## src/hw/hw_config_pkg.sv

```systemverilog
// How it works
// - bit 29 picks fifo port byte order, zero little, one big.
// - bit 28 picks direct fifo select byte order, zero little, one big.
// - bit 24 reads back the sampled crossover enable strap level.
// - bits 19..16 hold transmit allocation in 1KB steps, reset 5.
// - transmit status takes 512 bytes; data takes the remainder.
// - receive side gets 16KB minus the transmit allocation.
// - writing one to bit 0 starts soft reset; bit self-clears when done.
// - soft reset reinitialises registers except kept bits, clears error flags.
// - soft reset without phy clocks never completes, times out, sets bit 1.
// - writes are ignored until the host has read at least once.
// - receive status takes one sixteenth of receive space; rest is data.
`default_nettype none
package hw_config_pkg;
	localparam logic [7:0] HWCFG_OFFSET = 8'h74;
	localparam int FIFO_PORT_ORDER_BIT = 29;
	localparam int DIRECT_ORDER_BIT = 28;
	localparam int STRAP_BIT = 24;
	localparam int SET_TO_ONE_BIT = 20;
	localparam int ALLOC_LSB = 16;
	localparam int TIMEOUT_BIT = 1;
	localparam int SOFT_RESET_BIT = 0;
	localparam logic [3:0] ALLOC_RESET = 4'h5;
	localparam logic [14:0] KB_BYTES = 15'h0400;
	localparam logic [14:0] TX_STATUS_BYTES = 15'h0200;
	localparam logic [14:0] TOTAL_BYTES = 15'h4000;
	localparam int RESET_CYCLES = 16;
	localparam int TIMEOUT_CYCLES_DEFAULT = 1000;
	typedef enum logic [1:0] {
		SR_IDLE = 2'b00,
		SR_RUN = 2'b01,
		SR_DONE = 2'b10
	} soft_reset_state_t;
	typedef struct packed {
		logic [14:0] tx_data_bytes;
		logic [14:0] tx_status_bytes;
		logic [14:0] rx_data_bytes;
		logic [14:0] rx_status_bytes;
	} fifo_split_t;
endpackage : hw_config_pkg
`default_nettype wire

```

## src/hw/hardware_config_register.sv

```systemverilog
`default_nettype none
module hardware_config_register
	import hw_config_pkg::*;
#(
	parameter int TIMEOUT_CYCLES = TIMEOUT_CYCLES_DEFAULT
) (
	input wire logic ref_clk_i,
	input wire logic arst_n_i,
	input wire logic [7:0] addr_i,
	input wire logic wr_i,
	input wire logic rd_i,
	input wire logic [31:0] wdata_i,
	input wire logic crossover_enable_strap_i,
	input wire logic phy_tx_clk_ok_i,
	input wire logic phy_rx_clk_ok_i,
	input wire logic transmit_error_set_i,
	input wire logic receive_error_set_i,
	output logic [31:0] rdata_o,
	output logic fifo_port_byte_order_o,
	output logic direct_fifo_byte_order_o,
	output logic set_to_one_bit_o,
	output logic [3:0] transmit_buffer_allocation_o,
	output fifo_split_t fifo_split_o,
	output logic soft_reset_pulse_o,
	output logic transmit_error_flag_o,
	output logic receive_error_flag_o
);
	logic strap_s1_reg, strap_s2_reg, strap_reg;
	logic txck_s1_reg, txck_s2_reg, rxck_s1_reg, rxck_s2_reg;
	logic read_seen_reg;
	logic fifo_port_byte_order_reg, direct_fifo_byte_order_reg;
	logic set_to_one_bit_reg;
	logic [3:0] alloc_reg;
	logic timeout_flag_reg;
	soft_reset_state_t sr_state_reg;
	logic [15:0] sr_count_reg;
	logic soft_reset_busy;
	logic write_ok;
	logic soft_reset_start;
	logic [14:0] tx_total, rx_total;

	// two-stage synchronisers for pin levels
	always_ff @(posedge ref_clk_i or negedge arst_n_i) begin
		if (!arst_n_i) begin
			strap_s1_reg <= 1'b0;
			strap_s2_reg <= 1'b0;
			txck_s1_reg <= 1'b0;
			txck_s2_reg <= 1'b0;
			rxck_s1_reg <= 1'b0;
			rxck_s2_reg <= 1'b0;
		end else begin
			strap_s1_reg <= crossover_enable_strap_i;
			strap_s2_reg <= strap_s1_reg;
			txck_s1_reg <= phy_tx_clk_ok_i;
			txck_s2_reg <= txck_s1_reg;
			rxck_s1_reg <= phy_rx_clk_ok_i;
			rxck_s2_reg <= rxck_s1_reg;
		end
	end

	// strap caught once, after the synchroniser has filled with the pin level
	logic strap_taken_reg;
	logic [1:0] strap_wait_reg;
	always_ff @(posedge ref_clk_i or negedge arst_n_i) begin
		if (!arst_n_i) begin
			strap_reg <= 1'b0;
			strap_taken_reg <= 1'b0;
			strap_wait_reg <= 2'h0;
		end else if (!strap_taken_reg) begin
			if (strap_wait_reg == 2'h2) begin
				strap_reg <= strap_s2_reg;
				strap_taken_reg <= 1'b1;
			end else begin
				strap_wait_reg <= strap_wait_reg + 2'h1; // sync latency, avoids reset zero
			end
		end
	end

	// writes locked until the first read
	always_ff @(posedge ref_clk_i or negedge arst_n_i) begin
		if (!arst_n_i) begin
			read_seen_reg <= 1'b0;
		end else if (rd_i) begin
			read_seen_reg <= 1'b1;
		end
	end

	assign soft_reset_busy = (sr_state_reg != SR_IDLE);
	assign write_ok = wr_i && read_seen_reg && (addr_i == HWCFG_OFFSET);
	assign soft_reset_start = write_ok && wdata_i[SOFT_RESET_BIT] && !soft_reset_busy;

	// byte order bits survive soft reset
	always_ff @(posedge ref_clk_i or negedge arst_n_i) begin
		if (!arst_n_i) begin
			fifo_port_byte_order_reg <= 1'b0;
			direct_fifo_byte_order_reg <= 1'b0;
		end else if (write_ok && !soft_reset_busy) begin
			fifo_port_byte_order_reg <= wdata_i[FIFO_PORT_ORDER_BIT];
			direct_fifo_byte_order_reg <= wdata_i[DIRECT_ORDER_BIT];
		end
	end

	// soft-reset-affected configuration fields
	always_ff @(posedge ref_clk_i or negedge arst_n_i) begin
		if (!arst_n_i) begin
			set_to_one_bit_reg <= 1'b0;
			alloc_reg <= ALLOC_RESET;
		end else if (sr_state_reg == SR_DONE) begin
			set_to_one_bit_reg <= 1'b0;
			alloc_reg <= ALLOC_RESET;
		end else if (write_ok && !soft_reset_busy) begin
			set_to_one_bit_reg <= wdata_i[SET_TO_ONE_BIT];
			alloc_reg <= wdata_i[ALLOC_LSB +: 4];
		end
	end

	// soft reset sequencer with timeout
	always_ff @(posedge ref_clk_i or negedge arst_n_i) begin
		if (!arst_n_i) begin
			sr_state_reg <= SR_IDLE;
			sr_count_reg <= 16'h0000;
			timeout_flag_reg <= 1'b0;
		end else begin
			case (sr_state_reg)
				SR_IDLE: begin
					if (soft_reset_start) begin
						sr_state_reg <= SR_RUN;
						sr_count_reg <= 16'h0000;
						timeout_flag_reg <= 1'b0;
					end
				end
				SR_RUN: begin
					sr_count_reg <= sr_count_reg + 16'h0001;
					if (txck_s2_reg && rxck_s2_reg) begin
						if (sr_count_reg >= 16'(RESET_CYCLES - 1)) begin
							sr_state_reg <= SR_DONE;
						end
					end else if (sr_count_reg >= 16'(TIMEOUT_CYCLES - 1)) begin
						sr_state_reg <= SR_IDLE;
						timeout_flag_reg <= 1'b1;
					end
				end
				SR_DONE: begin
					sr_state_reg <= SR_IDLE;
				end
				default: begin
					sr_state_reg <= SR_IDLE;
				end
			endcase
		end
	end

	// soft reset pulse to the rest of the device
	always_ff @(posedge ref_clk_i or negedge arst_n_i) begin
		if (!arst_n_i) begin
			soft_reset_pulse_o <= 1'b0;
		end else begin
			soft_reset_pulse_o <= (sr_state_reg == SR_DONE);
		end
	end

	// sticky error flags, cleared by completed soft reset; set wins
	always_ff @(posedge ref_clk_i or negedge arst_n_i) begin
		if (!arst_n_i) begin
			transmit_error_flag_o <= 1'b0;
			receive_error_flag_o <= 1'b0;
		end else begin
			if (transmit_error_set_i) begin
				transmit_error_flag_o <= 1'b1;
			end else if (sr_state_reg == SR_DONE) begin
				transmit_error_flag_o <= 1'b0;
			end
			if (receive_error_set_i) begin
				receive_error_flag_o <= 1'b1;
			end else if (sr_state_reg == SR_DONE) begin
				receive_error_flag_o <= 1'b0;
			end
		end
	end

	// buffer split from the transmit allocation
	assign tx_total = 15'(alloc_reg) * KB_BYTES;
	assign rx_total = TOTAL_BYTES - tx_total;
	always_ff @(posedge ref_clk_i or negedge arst_n_i) begin
		if (!arst_n_i) begin
			fifo_split_o <= '0;
		end else begin
			fifo_split_o.tx_status_bytes <= TX_STATUS_BYTES;
			fifo_split_o.tx_data_bytes <= tx_total - TX_STATUS_BYTES;
			fifo_split_o.rx_status_bytes <= {4'h0, rx_total[14:4]};
			fifo_split_o.rx_data_bytes <= rx_total - {4'h0, rx_total[14:4]};
		end
	end

	// registered config outputs and read data
	always_ff @(posedge ref_clk_i or negedge arst_n_i) begin
		if (!arst_n_i) begin
			fifo_port_byte_order_o <= 1'b0;
			direct_fifo_byte_order_o <= 1'b0;
			set_to_one_bit_o <= 1'b0;
			transmit_buffer_allocation_o <= ALLOC_RESET;
			rdata_o <= 32'h0000_0000;
		end else begin
			fifo_port_byte_order_o <= fifo_port_byte_order_reg;
			direct_fifo_byte_order_o <= direct_fifo_byte_order_reg;
			set_to_one_bit_o <= set_to_one_bit_reg;
			transmit_buffer_allocation_o <= alloc_reg;
			rdata_o <= 32'h0000_0000;
			if (rd_i && addr_i == HWCFG_OFFSET) begin
				rdata_o[FIFO_PORT_ORDER_BIT] <= fifo_port_byte_order_reg;
				rdata_o[DIRECT_ORDER_BIT] <= direct_fifo_byte_order_reg;
				rdata_o[STRAP_BIT] <= strap_reg;
				rdata_o[SET_TO_ONE_BIT] <= set_to_one_bit_reg;
				rdata_o[ALLOC_LSB +: 4] <= alloc_reg;
				rdata_o[TIMEOUT_BIT] <= timeout_flag_reg;
				rdata_o[SOFT_RESET_BIT] <= soft_reset_busy;
			end
		end
	end
endmodule : hardware_config_register
`default_nettype wire

```

## config.mk

```make
export PLATFORM = sky130hd
export DESIGN_NAME = hardware_config_register
export DESIGN_NICKNAME = d
export VERILOG_FILES = /design/src/hw/hw_config_pkg.sv /design/src/hw/hardware_config_register.sv
export SDC_FILE = /design/constraint.sdc
export NUM_CORES = 1
export LEC_CHECK = 0
export ABC_AREA = 0
export CAP_MARGIN = 5
export CELL_PAD_IN_SITES_DETAIL_PLACEMENT = 2
export CELL_PAD_IN_SITES_GLOBAL_PLACEMENT = 2
export CORE_UTILIZATION = 37
export CTS_CLUSTER_DIAMETER = 120
export CTS_CLUSTER_SIZE = 24
export DETAILED_ROUTE_END_ITERATION = 8
export DONT_BUFFER_PORTS = 1
export GPL_TIMING_DRIVEN = 1
export PLACE_DENSITY = 0.8
export SYNTH_ARGS = -nofsm -noshare
export SYNTH_HDL_FRONTEND = slang
export SYNTH_SLANG_ARGS = --single-unit
```

## constraint.sdc

```tcl
create_clock -name ref_clk_i -period 2.64 [get_ports ref_clk_i]
set_input_delay 0.132 -clock ref_clk_i [delete_from_list [all_inputs] [get_ports ref_clk_i]]
set_output_delay 0.132 -clock ref_clk_i [all_outputs]
set_load 0.01 [all_outputs]
```

* Word level (Yosys, flattened, before mapping)
Index checks and enable logic that the tools add are counted.
W data, S select, Z words.
** Word-level totals
- Flip-flop bits (word level) :: 99
- Word-level logic and storage cells :: 90
- Output and inout port bits :: 102
- ROM bits :: 0
- Latch bits :: 0
- Bits in writable memories :: 0
- Input bits :: 49
- Memories :: 0
** Cells by class
- Div/mod/pow operators :: 0
- Shift-type cells :: 0
- Reductions and logical operators :: 19
- Magnitude comparators :: 2
- Multiply operators :: 0
- Equal/unequal tests :: 9
- Add/sub/neg operators :: 5
- Muxes and demuxes :: 24
- Bitwise logic cells :: 2
** Operator list (number)
- $pmux W16 S2 :: 1
- $add A16 B1 Y16 const B :: 1
- $ge A16 B10 Y1 const B :: 1
- $ge A16 B4 Y1 const B :: 1
- $mux W16 :: 1
- $sub A14 B10 Y15 const B :: 1
- $sub A15 B11 Y15 :: 1
- $sub A15 B14 Y15 const A :: 1
- $mux W2 :: 6
- $mux W1 :: 11
- $reduce_bool A2 Y1 :: 5
- $eq A8 B7 Y1 const B :: 1
- $mux W4 :: 2
- $logic_and A1 B1 Y1 :: 7
- $ne A2 B2 Y1 const B :: 3
- $ne A3 B3 Y1 const B :: 2
- $reduce_and A2 Y1 :: 3
- $mux W5 :: 1
- $eq A2 B2 Y1 const B :: 2
- $pmux W2 S2 :: 1
- $reduce_and A4 Y1 :: 1
- $reduce_and A3 Y1 :: 1
- $add A2 B1 Y2 const B :: 1
- $eq A2 B1 Y1 const B :: 1
- other kinds (4) :: 5

* Logic depth before layout (Yosys ltp)
Gate-level depths: netlist of run 1.
- Depth in word-level cells :: 6
- Mapped depth :: 9
- Mapped depth without buffers :: 9

* Least setup slack after synthesis of run 1
OpenSTA, ideal clock, no wires.
- Kind :: register to register
- Start point :: reg alloc_reg[0]
- End point :: reg fifo_split_o[29] (netlist bit)
- Required time :: 2546 ps
- Slack :: 738 ps
- Stages on the path, launching flop included :: 10
- Buffers on the path :: 0
- Period minus slack after synthesis :: 1902 ps
- Setup time :: 94 ps
- Data arrival time :: 1808 ps
- Cells stage by stage :: dfstp_2 inv_1 ha_1 nand2b_1 nor2_1 inv_1 ha_1 nor2b_1 nor3_1 a211oi_1
** On the way
- Longest elaborated chain between the ends :: 2
** Ends and longest elaborated chain
- start, declared :: RTL line hardware_config_register.sv:33 : logic [3:0] alloc_reg;
- start signal, assigned :: RTL line hardware_config_register.sv:113 : alloc_reg <= wdata_i[ALLOC_LSB +: 4];
- $sub A15 B14 Y15 :: RTL line hardware_config_register.sv:183 : assign rx_total = TOTAL_BYTES - tx_total;
- via rx_total[14] :: RTL line hardware_config_register.sv:40 : logic [14:0] tx_total, rx_total;
- $sub A15 B11 Y15 :: RTL line hardware_config_register.sv:191 : fifo_split_o.rx_data_bytes <= rx_total - {4'h0, rx_total[14:4]};
- end, declared :: RTL line hardware_config_register.sv:23 : output fifo_split_t fifo_split_o,
The timed path passes the listed nets, and every way through them passes these cells.
A chain may end at the register's enable or synchronous reset.

* Worst setup path after layout of run 1
Same ends and word-level chain as after synthesis.

==> results of run 1 <==
==> cells in the final DEF (no fill, tap or decap), types with 3 or more instances in the layout <==
master / Yosys / layout
dfrtp_1: 72 / 72
conb_1: 2 / 62
nand2_1: 23 / 23
dlygate4sd3_1: 0 / 14
nor3_1: 13 / 13
nand3_1: 12 / 12
inv_1: 11 / 11
clkbuf_8: 0 / 10
nor2_1: 9 / 9
and2_1: 8 / 8
o21ai_0: 7 / 7
mux2i_1: 6 / 6
nand2b_1: 5 / 5
nor4_1: 5 / 5
xnor2_1: 4 / 4
ha_1: 4 / 4
dfstp_2: 4 / 4
xor2_1: 3 / 3
nor2b_1: 3 / 3
a31oi_1: 3 / 3
o21a_1: 3 / 3
or2_2: 3 / 3
and3_1: 3 / 3
a21oi_1: 3 / 3
a21o_1: 3 / 3
a211o_1: 3 / 3
nand4_1: 3 / 3
==> routing by layer <==
metal  GRT usage  vias to the layer above  share of wire
li1            -                      969              -
met5           0                        -              0
met2       0.274                       81           0.53
met1       0.190                     1098           0.41
met4      0.0528                        0          0.016
met3      0.0489                       12          0.049
==> power groups by stage <==
stage,combinational (mW),sequential (mW),clock (mW)
floorplan,0.171,1.30,0
global placement,0.111,1.31,0
detailed placement,0.116,1.31,0
CTS,0.163,1.29,1.05
global route,0.184,1.29,1.09
finish,0.164,1.29,1.02
==> through the flow <==
stage / setup WS, ps / instances
6_report: 263 / 443
5_1_grt: 55.9 / 443
4_1_cts: 258 / 443
3_5_place_dp: 314 / 412
3_3_place_gp: 399 / 412
2_1_floorplan: 738 / 374
==> area by class of cell <==
class                   count  area (µm²)  area share
flip-flops and latches     76        1910       0.512
multi-input cells         215        1230       0.329
repair buffers             17         183      0.0490
clock buffers              10         138      0.0369
well taps                 108         135      0.0363
clock inverters             6        96.3      0.0259
inverters                  11        41.3      0.0111
==> worst max-delay path: stages, from the launching register on <==
cell and delay, ps:
dfstp_2 420, inv_1 210, ha_1 250, nand2b_1 120, nor2_1 230, inv_1 80
ha_1 350, nor2b_1 260, nor3_1 70, a211oi_1 290
==> logic make-up after synthesis <==
logic type | after synthesis | share of synthesized area
and+or+nand+nor | 99 | 0.156
buffers and inverters | 83 | 0.162
adders and majority gates | 4 | 0.0144
AOI/OAI and AO/OA | 34 | 0.0692
xor gates and xnor gates | 7 | 0.0177
DFF | 76 | 0.549
muxes | 9 | 0.0292
other | 2 | 0.00216
==> worst max-delay path by stage <==
stage	startpoint	end	slack, ps	depth (start not counted)
global placement	alloc_reg[0]	fifo_split_o[29]	400	9
finish	alloc_reg[0]	fifo_split_o[29]	260	9
global route	alloc_reg[0]	fifo_split_o[29]	60	9
detailed placement	alloc_reg[0]	fifo_split_o[29]	310	9
CTS	alloc_reg[0]	fifo_split_o[29]	260	9
floorplan	alloc_reg[0]	fifo_split_o[29]	740	9
==> results.yml, run 1 <==
status:
  status: "complete, no violations"
clock_network:
  cts_root_buffer: "clkbuf_8"
  cts_resized: 0
  cts_tree: "done"
  path_clk_slew_ps: 80
  cts_htree_levels: 3
  numCtsBuffers: 9
  post_cts_buffers: 0
  clock_sinks: 76
  ctsHoldBuffers: 15
  clock_latency_ps: 360
  ctsLongestPathBuffers: 2
min_path:
  hold_path_class: "input port to flip-flop"
  hp-start: "addr_i[3]"
  min_delay_path_depth: 2
  hold_end: "rdata_o[16]"
die:
  die_x_um: 98.9
  pin_count: 151
  start_util: 0.390
  core_um2: 8890
  std_cell_rows: 34
  die_h_um: 98.9
  die-area_um2: 9770
timing:
  fin_crit_ps: 2380
  tightest_slew_ps: 785
  setup-tns-final_ps: 0
  rsz0062_at_grt: "false"
  setup_viol: 0
  skew_ps: 12.4
  period_share: 0.900
  hold_viol_final: 0
  max_freq_mhz: 421
  relSlewSlack: 0.472
  whs_ps: 18.7
  slew_viol_final: 0
routing:
  drt_iter0_markers: 60
  drt_pre_antenna_iters: 4
  wl_per_cell_um: 16.8
  vias: 2160
  drc_errors: 0
  ant_nets: 0
  viasPerCell: 4.88
  drt-total-wl_um: 7440
worst_setup_path:
  reg2reg_depth: 9
  crit_fanout: 8
  reg2reg_to: "fifo_split_o[29]"
  critPathArrivalTime_ps: 2620
  start_kind: "flip-flop"
  critPathKind: "flip-flop to flip-flop"
  end_kind: "flip-flop"
  r2r-start: "alloc_reg[0]"
  cp.required_ps: 2880
  reg2reg_setup_slack_ps: 260
yosys:
  synth_top_area_frac: 0.519
  ys_warn_count: 0
  synth-edff-count: 0
  avgSynthCellArea_um2: 11.1
  yosys-top-cells-area: "dfrtp_1 52%, buf_4 14%, dfstp_2 3.0%"
  syn_inst: 314
  ys_seq_area_frac: 0.549
  syn_area_um2: 3470
  synth_top_flop_cell: "dfrtp_1"
  synth_largest_area_cell: "dfrtp_1"
  yosysMostFrequentCell: "dfrtp_1"
  ys_top_cells_by_count: "72 x dfrtp_1, 63 x buf_4, 23 x nand2_1"
  ys_ff_latch: 76
  async_flop_share: 1.00
  ys_types: 47
placed_design:
  dp_hpwl_um: 4960
  dpl_cell_area_um2: 3320
  io_buffers: 0
  gp_congestion: 0.763
cells_and_area:
  postLayoutCoreUtil: 0.419
  stdcell_area_um2: 3730
  largest_reg_flops: 19
  drive_gt1_frac: 0.0955
  syn_to_final_growth_pct: 7.35
  fill_cells: 952
  nets: 383
  n_antenna_cell: 0
pwr:
  p_per_area_nw_per_um2: 663
  p_leak_nw: 1.77
  power_switching_uw: 626
  switching_share: 0.254
  intPower_mw: 1.84
  p_total_mw: 2.47
  combPwrFrac: 0.066
  clockPowerShare: 0.413
  ir_worst_vdd_uv: 250
  seqPwrFrac: 0.521
run:
  maxCapViolations: 0
global_routing:
  grt_overflow: 0
  grt_first_pass_wirelength_um: 11800
  antenna_found_initial: 0
  grt_max_degree: 77
  grt_usage: 0.159
  grt_pass1_vias: 2222
(Power assumes the default switching activity.)
==> inputs of run 2 (changes only) <==
==> constraint.sdc (replaced) <==
create_clock -name ref_clk_i -period 2.64 [get_ports ref_clk_i]
set_input_delay 0.264 -clock ref_clk_i [delete_from_list [all_inputs] [get_ports ref_clk_i]]
set_output_delay 0.264 -clock ref_clk_i [all_outputs]
set_load 0.01 [all_outputs]
==> results.yml, run 2 (same netlist as run 1, synthesis figures left out) <==
placed_design:
  dp_hpwl_um: 4990
  place_ws_ps: 301
  io_buffers: 0
  placed_cells: 412
  gp_congestion: 0.763
routing:
  wl_per_cell_um: 16.1
  drc_errors: 0
  viasPerCell: 4.89
  ant_nets: 0
  drt_iter0_markers: 53
  drt-total-wl_um: 6980
  drt_pre_antenna_iters: 4
  vias: 2122
die:
  core_um2: 8890
  die-area_um2: 9770
  pin_count: 151
  start_util: 0.390
  die_h_um: 98.9
  die_x_um: 98.9
  std_cell_rows: 34
global_routing:
  grt_max_degree: 77
  antenna_found_initial: 0
  grt_overflow: 0
  grt_first_pass_wirelength_um: 11000
  grt_pass1_vias: 2178
  grt_usage: 0.147
pwr:
  intPower_mw: 1.70
  ir_worst_vdd_uv: 327
  switching_share: 0.257
  p_leak_nw: 1.72
  seqPwrFrac: 0.562
  p_per_area_nw_per_um2: 636
  clockPowerShare: 0.372
  combPwrFrac: 0.066
  power_switching_uw: 589
cells_and_area:
  syn_to_final_growth_pct: 3.71
  n_antenna_cell: 0
  nets: 375
  layout_common_cells: "72 x dfrtp_1, 62 x conb_1, 23 x nand2_1"
  largest_reg_flops: 19
  drive_gt1_frac: 0.0951
  fin_cells: 434
  final_common_cell: "dfrtp_1"
worst_setup_path:
  reg2reg_setup_slack_ps: 310
  critPathKind: "flip-flop to flip-flop"
  start_kind: "flip-flop"
  end_kind: "flip-flop"
  cp.required_ps: 2880
  critPathArrivalTime_ps: 2560
  cp-startpoint: "alloc_reg[0]"
  r2r-start: "alloc_reg[0]"
  crit_fanout: 8
clock_network:
  cts_root_buffer: "clkbuf_8"
  ctsLongestPathBuffers: 2
  clock_sinks: 76
  post_cts_buffers: 0
  clock_latency_ps: 350
  cts_htree_levels: 3
  path_clk_slew_ps: 80
  numCtsBuffers: 9
  cts_tree: "done"
timing:
  slew_viol_final: 0
  period_share: 0.881
  setup-tns-final_ps: 0
  skew_ps: 7.89
  hold_viol_final: 0
  fin_crit_ps: 2330
  max_freq_mhz: 430
  setup_viol: 0
  rsz0062_at_grt: "false"
  tightest_slew_ps: 772
  relSlewSlack: 0.481
  fin_ws_ps: 314
min_path:
  hold_path_class: "input port to flip-flop"
  hp-start: "rd_i"
run:
  maxCapViolations: 0
status:
  status: "complete, no violations"
## run 2: worst max-delay path: stages, from the launching register on
cell and delay [ps]:
dfstp_2 420, inv_1 200, ha_1 250, nand2b_1 120, nor2_1 220, inv_1 80, ha_1 360, nor2b_1 250
nor3_1 70, a211oi_1 270
## run 2: timing repair
item / 4_1_cts / 5_1_grt
hold buffers: 6 / 1
gates resized for setup: 0 / 0
hold endpoints to repair: 80 / 1
## run 2: layout make-up
class	instances	area [µm²]
fillers	980	5290
flip-flops and latches	76	1910
multi-input cells	215	1230
well taps	108	135
clock buffers	9	124
repair buffers	9	103
clock inverters	6	63.8
inverters	11	41.3
## run 2: final timing paths
kind,to,depth (start not counted)
worst min-delay path,read_seen_reg,1
max in group asynchronous,alloc_reg[0],2
worst max register to register,fifo_split_o[29],9
min in group asynchronous,fifo_port_byte_order_o,2
worst max-delay path,fifo_split_o[29],9
worst min register to register,strap_s2_reg,0
## run 2: power groups by stage
stage                     sequential, mW  clock (mW)  combinational (mW)
after floorplan                     1.30           0               0.171
after global placement              1.31           0               0.111
after detailed placement            1.31           0               0.116
after CTS                           1.29       0.886               0.152
after global routing                1.29       0.924               0.173
final                               1.29       0.851               0.152
## run 2: metal layers
metal,part of all wire,GRT usage,up-vias
met1,0.42,0.173,1081
met5,0,0,-
met2,0.51,0.251,80
met3,0.052,0.0404,12
li1,-,-,949
met4,0.020,0.0643,0
## run 2: through the flow
| step | hold WS (ps) | total power, mW | util | area [µm²] |
|---|---|---|---|---|
| after floorplan | -31.6 | 1.47 | - | 3700 |
| after global placement | -28.5 | 1.42 | 0.374 | 3320 |
| after detailed placement | -28.6 | 1.43 | 0.374 | 3320 |
| after CTS | 4.15 | 2.32 | 0.404 | 3590 |
| after global routing | 8.52 | 2.39 | 0.405 | 3600 |
| final | 27.8 | 2.29 | 0.405 | 3600 |
==> inputs of run 3 (changes only) <==
Settings changed: CORE_MARGIN from default to 2.
==> results.yml, run 3 (same netlist as run 1, synthesis figures left out) <==
global_routing:
  grt_overflow: 0
  grt_pass1_vias: 2084
  grt_max_degree: 77
  antenna_found_initial: 0
  grt_first_pass_wirelength_um: 11000
  grt_usage: 0.141
routing:
  vias: 2101
  wl_per_cell_um: 16.2
  drt-total-wl_um: 7060
  drt_pre_antenna_iters: 6
  drc_errors: 0
  ant_nets: 0
  drt_iter0_markers: 45
  viasPerCell: 4.81
die:
  die_h_um: 101
  std_cell_rows: 35
  pin_count: 151
  die-area_um2: 10200
  die_x_um: 101
  start_util: 0.379
  core_um2: 9150
timing:
  setup_viol: 0
  rsz0062_at_grt: "false"
  skew_ps: 8.83
  tightest_slew_ps: 719
  setup-tns-final_ps: 0
  period_share: 0.881
  max_freq_mhz: 430
  fin_ws_ps: 313
  hold_viol_final: 0
  slew_viol_final: 0
  fin_crit_ps: 2330
  relSlewSlack: 0.516
clock_network:
  cts_root_buffer: "clkbuf_8"
  cts_tree: "done"
  post_cts_buffers: 0
  ctsLongestPathBuffers: 2
  clock_sinks: 76
  path_clk_slew_ps: 80
  cts_htree_levels: 3
  numCtsBuffers: 9
  clock_latency_ps: 350
placed_design:
  placed_cells: 415
  io_buffers: 0
  place_ws_ps: 288
  gp_congestion: 0.784
  dp_hpwl_um: 5070
pwr:
  p_per_area_nw_per_um2: 667
  p_total_mw: 2.42
  ir_worst_vdd_uv: 390
  p_leak_nw: 1.73
cells_and_area:
  n_antenna_cell: 0
  layout_common_cells: "72 x dfrtp_1, 62 x conb_1, 23 x nand2_1"
  fill_cells: 976
  syn_to_final_growth_pct: 4.72
  final_common_cell: "dfrtp_1"
  drive_gt1_frac: 0.0982
  postLayoutCoreUtil: 0.397
  fin_cells: 437
  nets: 374
  largest_reg_flops: 19
worst_setup_path:
  reg2reg_depth: 9
  slowest_stage: "dfstp_2"
  crit_fanout: 8
  cp.required_ps: 2890
  crit_buf_inv: 2
  crit_chain: "inv_1, ha_1, nand2b_1, nor2_1, inv_1, ha_1, nor2b_2, nor3_1, a211oi_1"
  r2r-start: "alloc_reg[0]"
  reg2reg_to: "fifo_split_o[29]"
  crit_family: "simple AND/OR/NAND/NOR gates"
  max_stage_delay_ps: 420
  critPathArrivalTime_ps: 2570
  reg2reg_setup_slack_ps: 310
  end_kind: "flip-flop"
  start_kind: "flip-flop"
  critPathKind: "flip-flop to flip-flop"
status:
  status: "complete, no violations"
min_path:
  hold_end: "transmit_error_flag_o"
  hp-start: "transmit_error_set_i"
  hold_path_class: "input port to flip-flop"
  min_delay_path_depth: 1
run:
  maxCapViolations: 0
run 3: cell type report:
type / count / area, µm² / area share
inverters: 11 / 41.3 / 0.0114
repair buffers: 8 / 92.6 / 0.0255
clock inverters: 5 / 85.1 / 0.0234
well taps: 111 / 139 / 0.0382
multi-input cells: 215 / 1230 / 0.338
flip-flops and latches: 76 / 1910 / 0.525
clock buffers: 11 / 141 / 0.0389
run 3: metal layers:
| metal | vias to the layer above | routed length, µm | global-route usage | part of all wire |
|---|---|---|---|---|
| li1 | 949 | - | - | - |
| met1 | 1074 | 2840 | 0.162 | 0.40 |
| met2 | 72 | 3770 | 0.247 | 0.53 |
| met3 | 6 | 410 | 0.0499 | 0.058 |
| met4 | 0 | 38 | 0.0411 | 0.0054 |
| met5 | - | 0 | 0 | 0 |
run 3: power by group:
part,internal [mW],leakage [nW],switching [mW]
sequential,1.23,0.891,0.0599
combinational,0.0424,0.729,0.108
clock,0.563,0.110,0.423
total,1.83,1.73,0.591
run 3: what timing repair did:
| item | CTS | global route |
|---|---|---|
| endpoints found under the hold margin | 80 | 0 |
| resized for setup | 0 | 1 |
| hold buffers | 6 | 0 |
| setup endpoints to repair | 0 | 1 |
run 3: through the flow:
stage	cell area, µm²	hold slack, ps
after floorplan	3700	-31.6
after global placement	3330	-28.1
after detailed placement	3330	-28.3
after CTS	3630	8.78
after global routing	3630	10.2
final	3630	24.1
run 3: worst max path at each step:
stage                       from  slack (ps)  cells after the start                          to
floorplan              addr_i[1]         680                      5  direct_fifo_byte_order_reg
CTS                 alloc_reg[0]         220                      9            fifo_split_o[29]
finish              alloc_reg[0]         310                      9            fifo_split_o[29]
detailed placement  alloc_reg[0]         290                      9            fifo_split_o[29]
global placement    alloc_reg[0]         420                      9            fifo_split_o[29]
global route        alloc_reg[0]          70                      9            fifo_split_o[29]
